==> src/rtl/pmt_pkg.sv <==
// Purpose: constants for power mode, timer and interrupt control
// Assumes: register index addressing, 8-bit index
// Notes: one name per register index and flag position; field positions reuse numbers across registers
package pmt_pkg;
  localparam int CLK_NS = 50;
  localparam int PD_MIN_NS = 10000;
  localparam int PD_MIN_CYC = (PD_MIN_NS + CLK_NS - 1) / CLK_NS;
  localparam int PDW = 8;
  localparam logic [PDW-1:0] PD_LIM = PDW'(PD_MIN_CYC);
  localparam int NTMR = 3;
  localparam int NFLG = 8;
  localparam int DIVW = 8;

  // register indices
  localparam logic [7:0] A_IRQ_EN = 8'h01;
  localparam logic [7:0] A_IRQ_STAT = 8'h02;
  localparam logic [7:0] A_IRQ_CLR = 8'h03;
  localparam logic [7:0] A_PAD_DIR = 8'h05;
  localparam logic [7:0] A_PAD_OUT = 8'h07;
  localparam logic [7:0] A_WAKE_CFG = 8'h0A;
  localparam logic [7:0] A_TCFG = 8'h10;
  localparam logic [7:0] A_TRLD = 8'h13;
  localparam logic [7:0] A_TVAL = 8'h16;
  localparam logic [7:0] A_TEMP_CTL = 8'h25;
  localparam logic [7:0] A_DIST_CTL = 8'h28;

  // status flag positions
  localparam int F_IDLE = 0;
  localparam int F_TMR0 = 1;
  localparam int F_OTEMP = 4;
  localparam int F_CARD = 5;
  localparam int F_PARAM = 6;
  localparam int F_HV = 7;
  localparam logic [NFLG-1:0] NMI_MASK = 8'hE0;

  // field positions
  localparam int TC_PRE = 0;
  localparam int TC_SEL = 3;
  localparam int TC_RLD = 6;
  localparam int TC_ARM = 7;
  localparam int WK_TMR = 0;
  localparam int WK_RF = 1;
  localparam int DC_ON = 0;

  // over-temperature limits in degrees
  localparam logic [7:0] T_LIM0 = 8'h55;
  localparam logic [7:0] T_LIM1 = 8'h73;
  localparam logic [7:0] T_LIM2 = 8'h7D;
  localparam logic [7:0] T_LIM3 = 8'h87;

  typedef enum logic [1:0] {
    PMT_PWRDN = 2'b00,
    PMT_START = 2'b01,
    PMT_RUN = 2'b10,
    PMT_STBY = 2'b11
  } pmt_state_t;
endpackage

==> src/rtl/pmt_ctrl.sv <==
// Purpose: power modes, three timers and interrupt status for a reader
// Assumes: mclk 20 MHz, inputs synchronous, host commands pre-decoded
// Notes: registers addressed by 8-bit index
`timescale 1ns/1ns
module pmt_ctrl
  import pmt_pkg::*;
#(
  parameter int STARTUP_CYC = 64,
  parameter int TW = 20
) (
  input wire logic mclk,
  input wire logic arst_n,
  input wire logic pdn_pin_n,
  input wire logic host_cmd_valid,
  input wire logic host_cmd_write,
  input wire logic [7:0] host_cmd_addr,
  input wire logic [31:0] host_cmd_wdata,
  output logic host_cmd_ready,
  output logic [31:0] host_rdata,
  input wire logic standby_req,
  input wire logic host_activity,
  input wire logic host_io_supply,
  input wire logic rf_level_det,
  input wire logic [7:0] temp_celsius,
  input wire logic [5:0] rf_evt,
  input wire logic disturbance_evt,
  input wire logic crypto_auth_busy,
  input wire logic card_detect_interrupt,
  input wire logic param_fault_evt,
  input wire logic high_voltage_fault_interrupt,
  input wire logic nv_clear_on_read,
  input wire logic nv_irq_active_high,
  output logic regulators_lowpower,
  output logic osc_lowpower,
  output logic input_clamp,
  output logic pulldown_en,
  output logic current_sink_lowpower,
  output logic rf_field_off,
  output logic irq_o,
  output logic irq_oe,
  output logic busy_o,
  output logic busy_oe,
  output logic [31:0] pad_o,
  output logic [31:0] pad_oe
);

  // ------------------------------------------------------------
  // power mode sequencing
  // ------------------------------------------------------------
  pmt_state_t state_r;
  logic [PDW-1:0] pd_cnt_r;
  logic [15:0] su_cnt_r;
  logic pd_hold;
  logic wake;
  logic clr_vol;
  logic [NTMR-1:0] texp;
  logic [31:0] wake_cfg_r;

  assign pd_hold = (pd_cnt_r == PD_LIM);
  assign wake = wake_cfg_r[WK_TMR] & (|texp) | wake_cfg_r[WK_RF] & rf_level_det
    | ~host_io_supply | ~pdn_pin_n | host_activity;
  // volatile state is dropped on the way out of standby; timers keep
  // counting inside standby so a timer wake remains possible
  assign clr_vol = (state_r == PMT_STBY) & wake;

  always_ff @(posedge mclk or negedge arst_n) begin
    if (!arst_n) begin
      pd_cnt_r <= '0;
    end else if (pdn_pin_n) begin
      pd_cnt_r <= '0;
    end else if (!pd_hold) begin
      pd_cnt_r <= pd_cnt_r + 1'b1;
    end
  end

  always_ff @(posedge mclk or negedge arst_n) begin
    if (!arst_n) begin
      state_r <= PMT_START;
      su_cnt_r <= '0;
    end else if (pd_hold) begin
      state_r <= PMT_PWRDN;
      su_cnt_r <= '0;
    end else begin
      case (state_r)
        PMT_PWRDN: begin
          if (pdn_pin_n) begin
            state_r <= PMT_START;
          end
        end
        PMT_START: begin
          if (su_cnt_r == 16'(STARTUP_CYC - 1)) begin
            state_r <= PMT_RUN;
            su_cnt_r <= '0;
          end else begin
            su_cnt_r <= su_cnt_r + 1'b1;
          end
        end
        PMT_RUN: begin
          if (standby_req) begin
            state_r <= PMT_STBY;
          end
        end
        PMT_STBY: begin
          if (wake) begin
            state_r <= PMT_START;
          end
        end
        default: state_r <= PMT_START;
      endcase
    end
  end

  logic idle_evt;
  assign idle_evt = (state_r == PMT_START) & (su_cnt_r == 16'(STARTUP_CYC - 1)) & ~pd_hold;

  // ------------------------------------------------------------
  // pad control
  // ------------------------------------------------------------
  logic [31:0] pad_dir_r;
  logic [31:0] pad_out_r;
  logic [31:0] temp_ctl_r;

  always_ff @(posedge mclk or negedge arst_n) begin
    if (!arst_n) begin
      regulators_lowpower <= 1'b0;
      osc_lowpower <= 1'b0;
      input_clamp <= 1'b0;
      pulldown_en <= 1'b0;
      current_sink_lowpower <= 1'b0;
    end else begin
      regulators_lowpower <= ~pdn_pin_n;
      osc_lowpower <= ~pdn_pin_n;
      input_clamp <= ~pdn_pin_n;
      pulldown_en <= ~pdn_pin_n;
      current_sink_lowpower <= (state_r == PMT_STBY);
    end
  end

  // standby keeps pad levels since their registers are retained
  assign pad_o = pad_out_r;
  assign pad_oe = input_clamp ? 32'h0000_0000 : pad_dir_r;
  assign irq_oe = ~input_clamp;
  assign busy_oe = ~input_clamp;
  assign host_cmd_ready = (state_r == PMT_RUN);

  // ------------------------------------------------------------
  // host register access
  // ------------------------------------------------------------
  logic wr;
  logic rd;
  logic [31:0] irq_en_r;
  logic [31:0] dist_ctl_r;
  logic [NFLG-1:0] flags_r;
  logic [NTMR*8-1:0] tcfg_all;
  logic [NTMR*TW-1:0] trld_all;
  logic [NTMR*TW-1:0] tcnt_all;
  logic [31:0] rdata_nxt;

  assign wr = host_cmd_valid & host_cmd_write & host_cmd_ready;
  assign rd = host_cmd_valid & ~host_cmd_write & host_cmd_ready;

  // retained registers survive standby, only hard power-down clears them
  always_ff @(posedge mclk or negedge arst_n) begin
    if (!arst_n) begin
      pad_dir_r <= '0;
      pad_out_r <= '0;
      temp_ctl_r <= '0;
    end else if (pd_hold) begin
      pad_dir_r <= '0;
      pad_out_r <= '0;
      temp_ctl_r <= '0;
    end else if (wr) begin
      if (host_cmd_addr == A_PAD_DIR) pad_dir_r <= host_cmd_wdata;
      if (host_cmd_addr == A_PAD_OUT) pad_out_r <= host_cmd_wdata;
      if (host_cmd_addr == A_TEMP_CTL) temp_ctl_r <= host_cmd_wdata;
    end
  end

  always_ff @(posedge mclk or negedge arst_n) begin
    if (!arst_n) begin
      irq_en_r <= '0;
      dist_ctl_r <= '0;
      wake_cfg_r <= '0;
    end else if (pd_hold | clr_vol) begin
      irq_en_r <= '0;
      dist_ctl_r <= '0;
      wake_cfg_r <= '0;
    end else if (wr) begin
      if (host_cmd_addr == A_IRQ_EN) irq_en_r <= host_cmd_wdata;
      if (host_cmd_addr == A_DIST_CTL) dist_ctl_r <= host_cmd_wdata;
      if (host_cmd_addr == A_WAKE_CFG) wake_cfg_r <= host_cmd_wdata;
    end
  end

  always_comb begin
    rdata_nxt = '0;
    case (host_cmd_addr)
      A_IRQ_EN: rdata_nxt = irq_en_r;
      A_IRQ_STAT: rdata_nxt = {24'h00_0000, flags_r};
      A_PAD_DIR: rdata_nxt = pad_dir_r;
      A_PAD_OUT: rdata_nxt = pad_out_r;
      A_WAKE_CFG: rdata_nxt = wake_cfg_r;
      A_TEMP_CTL: rdata_nxt = temp_ctl_r;
      A_DIST_CTL: rdata_nxt = dist_ctl_r;
      default: begin
        for (int k = 0; k < NTMR; k++) begin
          if (host_cmd_addr == A_TCFG + 8'(k)) rdata_nxt = {24'h00_0000, tcfg_all[k*8 +: 8]};
          if (host_cmd_addr == A_TRLD + 8'(k)) rdata_nxt = 32'(trld_all[k*TW +: TW]);
          if (host_cmd_addr == A_TVAL + 8'(k)) rdata_nxt = 32'(tcnt_all[k*TW +: TW]);
        end
      end
    endcase
  end

  always_ff @(posedge mclk or negedge arst_n) begin
    if (!arst_n) begin
      host_rdata <= '0;
    end else if (rd) begin
      host_rdata <= rdata_nxt;
    end
  end

  // ------------------------------------------------------------
  // temperature supervision
  // ------------------------------------------------------------
  logic [7:0] t_lim;
  logic otemp;

  always_comb begin
    case (temp_ctl_r[1:0])
      2'b00: t_lim = T_LIM0;
      2'b01: t_lim = T_LIM1;
      2'b10: t_lim = T_LIM2;
      default: t_lim = T_LIM3;
    endcase
  end
  assign otemp = (temp_celsius > t_lim);

  // ------------------------------------------------------------
  // general-purpose timers
  // ------------------------------------------------------------
  logic [DIVW-1:0] div_r;

  always_ff @(posedge mclk or negedge arst_n) begin
    if (!arst_n) begin
      div_r <= '0;
    end else begin
      div_r <= div_r + 1'b1;
    end
  end

  for (genvar i = 0; i < NTMR; i++) begin : g_tmr
    logic [7:0] cfg_r;
    logic [TW-1:0] rld_r;
    logic [TW-1:0] cnt_r;
    logic run_r;
    logic wr_ok;
    logic cfg_wr;
    logic [DIVW-1:0] msk;
    logic tick;
    logic [7:0] evt;
    logic start;
    logic restart;
    logic [7:0] cfg_cur;

    // authentication owns timer two, host writes are dropped meanwhile
    assign wr_ok = wr & ~((i == 2) & crypto_auth_busy);
    assign cfg_wr = wr_ok & (host_cmd_addr == A_TCFG + 8'(i));
    assign msk = DIVW'((2 << cfg_r[TC_PRE +: 3]) - 1);
    assign tick = ((div_r & msk) == msk);
    assign evt = {1'b0, rf_evt, cfg_wr};
    // the arming write itself may start the timer, so look at the new value
    assign cfg_cur = cfg_wr ? host_cmd_wdata[7:0] : cfg_r;
    assign start = cfg_cur[TC_ARM] & evt[cfg_cur[TC_SEL +: 3]];
    assign restart = (i == 1) & dist_ctl_r[DC_ON] & disturbance_evt;
    assign texp[i] = run_r & tick & (cnt_r == '0);

    always_ff @(posedge mclk or negedge arst_n) begin
      if (!arst_n) begin
        cfg_r <= '0;
        rld_r <= '0;
      end else if (pd_hold | clr_vol) begin
        cfg_r <= '0;
        rld_r <= '0;
      end else begin
        if (cfg_wr) cfg_r <= host_cmd_wdata[7:0];
        if (wr_ok & (host_cmd_addr == A_TRLD + 8'(i))) rld_r <= host_cmd_wdata[TW-1:0];
      end
    end

    always_ff @(posedge mclk or negedge arst_n) begin
      if (!arst_n) begin
        cnt_r <= '0;
        run_r <= 1'b0;
      end else if (pd_hold | clr_vol) begin
        cnt_r <= '0;
        run_r <= 1'b0;
      end else if (start | restart) begin
        cnt_r <= rld_r;
        run_r <= 1'b1;
      end else if (run_r & tick) begin
        if (cnt_r == '0) begin
          cnt_r <= rld_r;
          run_r <= cfg_r[TC_RLD];
        end else begin
          cnt_r <= cnt_r - 1'b1;
        end
      end
    end

    assign tcfg_all[i*8 +: 8] = cfg_r;
    assign trld_all[i*TW +: TW] = rld_r;
    assign tcnt_all[i*TW +: TW] = cnt_r;
  end

  // ------------------------------------------------------------
  // interrupt status and pin
  // ------------------------------------------------------------
  logic [NFLG-1:0] fset;
  logic [NFLG-1:0] fclr;
  logic pend;

  always_comb begin
    fset = '0;
    fset[F_IDLE] = idle_evt;
    fset[F_TMR0 +: NTMR] = texp;
    fset[F_OTEMP] = otemp;
    fset[F_CARD] = card_detect_interrupt;
    fset[F_PARAM] = param_fault_evt;
    fset[F_HV] = high_voltage_fault_interrupt;
  end

  always_comb begin
    fclr = '0;
    if (wr & (host_cmd_addr == A_IRQ_CLR) & ~nv_clear_on_read) begin
      fclr = host_cmd_wdata[NFLG-1:0];
    end
    if (rd & (host_cmd_addr == A_IRQ_STAT) & nv_clear_on_read) begin
      fclr = '1;
    end
    if (pd_hold | clr_vol) begin
      fclr = '1;
    end
  end

  // set wins over clear so no event is lost; mask never gates setting
  always_ff @(posedge mclk or negedge arst_n) begin
    if (!arst_n) begin
      flags_r <= '0;
    end else begin
      flags_r <= (flags_r & ~fclr) | fset;
    end
  end

  assign pend = |(flags_r & (irq_en_r[NFLG-1:0] | NMI_MASK));

  always_ff @(posedge mclk or negedge arst_n) begin
    if (!arst_n) begin
      irq_o <= 1'b0;
      busy_o <= 1'b1;
      rf_field_off <= 1'b0;
    end else begin
      irq_o <= nv_irq_active_high ? pend : ~pend;
      busy_o <= (state_r != PMT_RUN);
      rf_field_off <= flags_r[F_OTEMP];
    end
  end
endmodule

==> config.mk <==
export PLATFORM = sky130hd
export DESIGN_NAME = pmt_ctrl
export DESIGN_NICKNAME = d
export VERILOG_FILES = /design/src/rtl/pmt_pkg.sv /design/src/rtl/pmt_ctrl.sv
export SDC_FILE = /design/constraint.sdc
export NUM_CORES = 1
export LEC_CHECK = 0
export BUFFER_PORTS_ARGS = -buffer_cell sky130_fd_sc_hd__buf_4
export CAP_MARGIN = 30
export CORE_MARGIN = 4
export CORE_UTILIZATION = 65
export DETAILED_ROUTE_END_ITERATION = 8
export PLACE_DENSITY = 0.89
export SETUP_SLACK_MARGIN = 0.5
export SLEW_MARGIN = 10
export SYNTH_ARGS = -nofsm -noshare
export SYNTH_HDL_FRONTEND = slang
export SYNTH_SLANG_ARGS = --single-unit
export TNS_END_PERCENT = 20
==> constraint.sdc <==
create_clock -name mclk -period 4.95 [get_ports mclk]
set_clock_uncertainty 0.15 [all_clocks]
set_input_delay 0.99 -clock mclk [delete_from_list [all_inputs] [get_ports mclk]]
set_output_delay 0.99 -clock mclk [all_outputs]
set_load 0.03 [all_outputs]
==> results.sh, run 1 <==
export IMPL_outcome="finished, final reports clean"
export IMPL_ant_nets=0
export IMPL_syn_nets=2621
export IMPL_crit_path_top_delay_cell="and4_1"
export IMPL_synthToLayoutAreaGrowth_pct=14.32
export IMPL_post_cts_buffers=0
export IMPL_worstSetupStartpointType="register"
export IMPL_grt_max_degree=104
export IMPL_antenna_cells=0
export IMPL_r2r_cells=11
export IMPL_setup_tns_ns=0
export IMPL_firstDrtPassIters=7
export IMPL_dp_slack_ns=0.4501
export IMPL_hpwl_um=50140
export IMPL_cp_end_kind="register"
export IMPL_clkSinkCount=418
export IMPL_postPlaceCellArea_um2=23430
export IMPL_vdd_ir_drop_max_mv=0.3472
export IMPL_syn_area_um2=21700
export IMPL_post_route_period_util_pct=82.66
export IMPL_syn_inst=2528
export IMPL_finalSetupViolCount=0
export IMPL_maxSlewViolCount=0
export IMPL_nNetsFinal=2709
export IMPL_worst_pin_slew_ns=1.034
export IMPL_path_delay_family="simple AND/OR/NAND/NOR gates"
export IMPL_drt_wl_total_um=74690
export IMPL_htreeDepth=2
export IMPL_swShare_pct=28.40
export IMPL_timing_fmax_ghz=0.2444
export IMPL_combPwrFrac_pct=13.5
export IMPL_clock_power_share_pct=41.0
export IMPL_p_sw_w=0.002226
export IMPL_avgSynthCellArea_um2=8.582
export IMPL_ys_flop_type="dfrtp_1"
export IMPL_leakagePower_nw=10.82
export IMPL_grt_antenna_before_repair=0
export IMPL_period_needed_ns=4.092
export IMPL_io_buffers=176
export IMPL_num_rows=66
export IMPL_num_vias=21560
export IMPL_stdcell_area_um2=24800
export IMPL_ys_seq_elements=418
export IMPL_internal_power_w=0.005614
export IMPL_synth_cell_type_count=83
export IMPL_p_per_area_nw_per_um2=316.1
export IMPL_start_util_pct=66.35
export IMPL_crit_buf_inv=2
export IMPL_die_area_um2=36360
export IMPL_path_cells="inv_1, ha_1, and3_1, buf_4, and4_1, mux2i_1, o311a_1, o31ai_2, nand2_1, a22oi_1, nor2_1"
export IMPL_grt_pass1_vias=20910
export IMPL_clock_root_buffer="clkbuf_16"
export IMPL_synthTopCellsByArea="dfrtp_1 (48%), nand2_1 (11%), a21oi_1 (7.3%), clkbuf_1 (2.8%), nor2_1 (2.7%)"
export IMPL_clock_latency_ns=0.55
export IMPL_numCtsBuffers=44
export IMPL_synth_top_area_share_pct=47.98
export IMPL_r2r_setup_slack_ns=0.86
export IMPL_ios=177
export IMPL_die_h_um=190.7
export IMPL_r2r_end="g_tmr[0].cnt_r[10]$_DFFE_PN0P_"
export IMPL_path_clk_slew_ns=0.06
export IMPL_hold_class="in -> async"
export IMPL_async_reset_ff_share_pct=100.0
export IMPL_core_area_um2=32700
export IMPL_drive_gt1_share_pct=13.54
export IMPL_critical_path_arrival_ns=4.36
export IMPL_cts_repair_resized=0
export IMPL_cts_tree="done"
export IMPL_via_per_inst=6.986
export IMPL_track_usage_pct=40.24
export IMPL_die_x_um=190.7
export IMPL_drt_iter0_markers=3203
export IMPL_path_class="reg -> reg"
export IMPL_max_stage_delay_ns=0.53
export IMPL_ys_warn_count=0
export IMPL_cp_data_required_time_ns=5.21
export IMPL_pwr_share_seq_pct=45.4
export IMPL_grt_overflow_total=0
export IMPL_rsz0062_at_grt="false"
export IMPL_synth_edf_count=0
export IMPL_wire_per_inst_um=24.20
export IMPL_grt_pass1_wl_um=116200
export IMPL_hold_viol=0
export IMPL_cp_max_fo=17
export IMPL_drc=0
export IMPL_yosysTopAreaCell="dfrtp_1"
export IMPL_ctsHoldBuffers=0
export IMPL_rr_startpoint="state_r[0]$_DFFE_PN1P_"
export IMPL_cts_buffer_depth=3
export IMPL_routabilityCongestion=1.003
export IMPL_synth_seq_area_share_pct=48.22
export IMPL_fin_ws_ns=0.8582
export IMPL_slew_headroom_pct=31.05
export IMPL_max_cap_violations=0
==> cell usage in the layout, fill, tap and decap left out, types with 36 or more instances in the layout <==
cell,synthesis,routed
nand2_1,647,646
dfrtp_1,416,416
a21oi_1,315,315
buf_4,5,230
nor2_1,155,150
o21ai_0,74,74
a221oi_1,64,64
nand3_1,53,53
clkbuf_16,0,44
a22o_1,42,42
inv_1,39,39
a22oi_1,37,37
nor3_1,46,36
==> power by group through the flow <==
stage	sequential [W]	clock, W	combinational (W)
2_1_floorplan	0.00369	0	0.000531
3_3_place_gp	0.00362	0	0.000998
3_5_place_dp	0.00362	0	0.00102
4_1_cts	0.00356	0.00321	0.00103
5_1_grt	0.00357	0.00336	0.00113
6_report	0.00356	0.00322	0.00106
==> how the worst max path moves through the flow <==
| stage | startpoint | to | slack [ns] | cells after the start |
|---|---|---|---|---|
| after global placement | host_cmd_addr[5] | g_tmr[2].cnt_r[14]$_DFFE_PN0P_ | 0.58 | 10 |
| after floorplan | host_cmd_addr[5] | g_tmr[1].cnt_r[2]$_DFFE_PN0P_ | 1.14 | 9 |
| after CTS | state_r[0]$_DFFE_PN1P_ | g_tmr[0].cnt_r[10]$_DFFE_PN0P_ | 0.98 | 11 |
| final | state_r[0]$_DFFE_PN1P_ | g_tmr[0].cnt_r[10]$_DFFE_PN0P_ | 0.86 | 11 |
| after detailed placement | host_cmd_addr[5] | g_tmr[2].cnt_r[12]$_DFFE_PN0P_ | 0.45 | 10 |
| after global routing | g_tmr[0].cnt_r[5]$_DFFE_PN0P_ | g_tmr[1].cnt_r[6]$_DFFE_PN0P_ | 0.65 | 9 |
==> final cells by class <==
| class | instances | area [µm²] |
|---|---|---|
| Clock buffer | 66 | 1264 |
| Clock inverter | 8 | 105.1 |
| Fill cell | 2262 | 7899 |
| Inverter | 39 | 146.4 |
| Multi-Input combinational cell | 1877 | 10430 |
| Sequential cell | 418 | 10460 |
| Tap cell | 442 | 553.0 |
| Timing Repair Buffer | 236 | 1844 |
==> metal layers <==
layer | track usage, % | wire (µm) | up-vias
li1 | - | - | 9126
met1 | 54.59 | 26980 | 10300
met2 | 61.88 | 33420 | 1783
met3 | 8.422 | 9699 | 353
met4 | 20.47 | 4593 | 0
met5 | 0 | 0 | -
==> kinds of logic (layout without fill, tap and decap cells) <==
group | Yosys count | count (layout) | share of synthesized area [%]
buffers and inverters | 233 | 349 | 4.256
and+or+nand+nor | 1080 | 1080 | 21.97
DFF | 418 | 418 | 48.22
AOI/OAI and AO/OA | 714 | 714 | 21.48
xor gates and xnor gates | 18 | 18 | 0.7267
muxes | 41 | 41 | 1.972
adders and majority gates | 24 | 24 | 1.373
==> registers in the layout (all words and copies together) (netlist names), 2 cells and up <==
| name | cells |
|---|---|
| host_rdata | 32 |
| dist_ctl_r | 32 |
| div_r | 8 |
| flags_r | 8 |
| g_tmr.cfg_r | 24 |
| irq_en_r | 32 |
| temp_ctl_r | 32 |
| pd_cnt_r | 8 |
| state_r | 2 |
| g_tmr.rld_r | 60 |
| g_tmr.cnt_r | 60 |
| su_cnt_r | 16 |
| pad_dir_r | 32 |
| pad_o | 32 |
| g_tmr.run_r | 3 |
| wake_cfg_r | 32 |
==> per-stage QoR <==
step	hold WS, ns	util (%)	total power (W)	std cells
5_1_grt	0.3223	75.85	0.008059	3086
3_3_place_gp	0.2903	71.51	0.004615	3009
2_1_floorplan	0.2443	-	0.004224	2528
3_5_place_dp	0.2836	71.64	0.004646	3011
6_report	0.3174	75.85	0.007840	3086
4_1_cts	0.3038	75.82	0.007805	3085
==> cells in the mapped netlist (all sizes together), types with 15 or more instances <==
| library cell | count |
|---|---|
| nand2 | 648 |
| buf | 34 |
| nor4 | 27 |
| inv | 39 |
| nand2b | 15 |
| dfrtp | 416 |
| and3 | 25 |
| a221o | 29 |
| mux2i | 33 |
| a21oi | 315 |
| a22oi | 38 |
| a221oi | 66 |
| o21ai | 79 |
| a31oi | 32 |
| clkbuf | 160 |
| nor2 | 155 |
| a22o | 42 |
| nor2b | 34 |
| nand3 | 53 |
| ha | 23 |
| nor3 | 46 |
Power figures use the tool's default switching activity.
==> run 2: changes to the inputs <==
--- a/config.mk
+++ b/config.mk
@@ -8,9 +8,9 @@
 export BUFFER_PORTS_ARGS = -buffer_cell sky130_fd_sc_hd__buf_4
 export CAP_MARGIN = 30
 export CORE_MARGIN = 4
-export CORE_UTILIZATION = 65
+export CORE_UTILIZATION = 55
 export DETAILED_ROUTE_END_ITERATION = 8
-export PLACE_DENSITY = 0.89
+export PLACE_DENSITY = 0.8
 export SETUP_SLACK_MARGIN = 0.5
 export SLEW_MARGIN = 10
 export SYNTH_ARGS = -nofsm -noshare
==> constraint.sdc (replaced) <==
create_clock -name mclk -period 3.5 [get_ports mclk]
set_clock_uncertainty 0.15 [all_clocks]
set_input_delay 0.7 -clock mclk [delete_from_list [all_inputs] [get_ports mclk]]
set_output_delay 0.7 -clock mclk [all_outputs]
set_load 0.03 [all_outputs]
==> run 2 against run 1 <==
Sequential share of layout area fell by 2.7 points; the run now ends with hold timing left; highest routed layer unchanged; via count rose by 0.94%; critical path depth unchanged; sequential power increased by 42%; hold slack lost 0.37 ns; cell count rose by 6.7%; core utilization fell by 7.6 points; non-clock buffer count up 129; critical path type unchanged; largest power group unchanged; combinational power grew 65%; count of clock-buffer cells in the layout is the same; sequential cell count did not move; first-iteration DRC count is 12% lower.
==> results.sh, run 2 (synthesis results as in run 1) <==
export IMPL_ios=177
export IMPL_die_x_um=206.6
export IMPL_ctsHoldBuffers=0
export IMPL_leakagePower_nw=11.63
export IMPL_numCtsBuffers=45
export IMPL_critical_path_arrival_ns=3.39
export IMPL_clock_root_buffer="clkbuf_16"
export IMPL_via_per_inst=6.610
export IMPL_cp_max_fo=6
export IMPL_wire_per_inst_um=23.87
export IMPL_whs_ns=-0.05020
export IMPL_ant_nets=0
export IMPL_worst_pin_slew_ns=0.9253
export IMPL_crit_start="g_tmr[2].cnt_r[6]$_DFFE_PN0P_"
export IMPL_mostFrequentLayoutCell="nand2_1"
export IMPL_drt_wl_total_um=78570
export IMPL_cp_data_required_time_ns=3.82
export IMPL_multiInputGateArea_um2=10710
export IMPL_cts_tree="done"
export IMPL_antenna_cells=0
export IMPL_slew_headroom_pct=38.31
export IMPL_rsz0062_at_grt="true"
export IMPL_seq_area_um2=10470
export IMPL_cp_end_kind="register"
export IMPL_post_route_period_util_pct=87.65
export IMPL_grt_max_degree=89
export IMPL_clock_latency_ns=0.61
export IMPL_violations="hold timing"
export IMPL_num_vias=21760
export IMPL_outcome="complete, but fails checks"
export IMPL_htreeDepth=2
export IMPL_p_per_area_nw_per_um2=439.1
export IMPL_track_usage_pct=36.24
export IMPL_dr_wl_met3_um=8652
export IMPL_drive_gt1_share_pct=19.47
export IMPL_vdd_ir_drop_max_mv=0.3968
export IMPL_route_met2_wl_um=35140
export IMPL_firstDrtPassIters=8
export IMPL_worstSetupStartpointType="register"
export IMPL_io_buffers=176
export IMPL_die_area_um2=42690
export IMPL_grt_pass1_vias=21330
export IMPL_hold_class="in -> async"
export IMPL_m1WireLength_um=30280
export IMPL_power_w=0.01163
export IMPL_path_class="reg -> reg"
export IMPL_max_cap_violations=0
export IMPL_largest_registers="g_tmr.cnt_r: 60 flops, g_tmr.rld_r: 60 flops"
export IMPL_clkSinkCount=418
export IMPL_finalSetupViolCount=0
export IMPL_grt_antenna_before_repair=1
export IMPL_top_layer="met4"
export IMPL_cts_buffer_depth=3
export IMPL_hpwl_um=53430
export IMPL_grt_pass1_wl_um=120700
export IMPL_timing_fmax_ghz=0.3260
export IMPL_start_util_pct=55.88
export IMPL_drt_iter0_markers=2821
export IMPL_final_util_pct=68.22
export IMPL_fill_cells=3033
export IMPL_maxSlewViolCount=0
export IMPL_final_cell_mix="nand2_1 (645), dfrtp_1 (412), buf_4 (332), a21oi_1 (314), nor2_1 (147)"
export IMPL_core_area_um2=38830
export IMPL_die_h_um=206.6
export IMPL_drc=0
export IMPL_hold_viol=10
export IMPL_rr_startpoint="g_tmr[2].cnt_r[6]$_DFFE_PN0P_"
export IMPL_synthToLayoutAreaGrowth_pct=22.09
export IMPL_path_clk_slew_ns=0.06
export IMPL_nNetsFinal=2839
export IMPL_routabilityCongestion=1.035
export IMPL_grt_overflow_total=0
export IMPL_period_needed_ns=3.068
export IMPL_num_rows=72
## run 2: worst paths after layout
| path | cells after the start | slack, ns | to |
|---|---|---|---|
| min in group mclk | 2 | 0.14 | flags_r[5]$_DFF_PN0_ |
| min reg2reg | 0 | 0.32 | rf_field_off$_DFF_PN0_ |
| max in group asynchronous | 2 | 2.36 | g_tmr[0].cnt_r[3]$_DFFE_PN0P_ |
| max reg2reg | 11 | 0.43 | g_tmr[1].cnt_r[11]$_DFFE_PN0P_ |
| min | 1 | -0.05 | g_tmr[2].cfg_r[3]$_DFF_PN0_ |
| max | 11 | 0.43 | g_tmr[1].cnt_r[11]$_DFFE_PN0P_ |
## run 2: metrics by stage
| step | worst slack (ns) | instance area [µm²] | std cells | setup TNS (ns) |
|---|---|---|---|---|
| finish | 0.4323 | 26490 | 3292 | 0 |
| global route | 0.3455 | 26490 | 3292 | 0 |
| CTS | 0.4176 | 26310 | 3279 | 0 |
| detailed placement | -0.09244 | 24470 | 3176 | -1.390 |
| global placement | -0.02887 | 24470 | 3176 | -0.3342 |
| floorplan | 0.1173 | 21900 | 2528 | 0 |
## run 2: what timing repair did
item,4_1_cts,5_1_grt
gates resized for setup,36,23
buffers inserted,26,13
pin swaps,20,14
cloned,2,0
setup endpoints to repair,225,245
## run 2: metal layers
layer  up-vias  GRT usage, %
li1       9409             -
met1     10550         49.51
met2      1514         54.88
met3       291         7.046
met4         0         19.89
met5         -             0
## run 2: where the power goes
| group | leakage [nW] | internal, W | total, W | switching [W] |
|---|---|---|---|---|
| combinational | 5.15 | 0.000548 | 0.00175 | 0.00120 |
| sequential | 5.75 | 0.00494 | 0.00505 | 0.000104 |
| clock | 0.729 | 0.00279 | 0.00484 | 0.00204 |
| total | 11.6 | 0.00828 | 0.0116 | 0.00335 |
## run 2: worst max-delay path, stage by stage, from the launching register on
cell      delay [ns]
dfrtp_2         0.45
or4_4           0.53
nor2_1          0.13
nand4_1         0.22
nor3b_2         0.26
buf_4           0.21
o311ai_4        0.14
buf_6           0.19
nand4_1         0.14
buf_6           0.16
o21ai_1         0.06
a221o_1         0.30
## run 2: area by class of cell
| class | count | share of cell area, % |
|---|---|---|
| Tap cell | 518 | 2.447 |
| Clock inverter | 9 | 0.5621 |
| Clock buffer | 66 | 5.040 |
| Multi-Input combinational cell | 1877 | 40.42 |
| Sequential cell | 418 | 39.52 |
| Timing Repair Buffer | 365 | 11.46 |
| Inverter | 39 | 0.5527 |
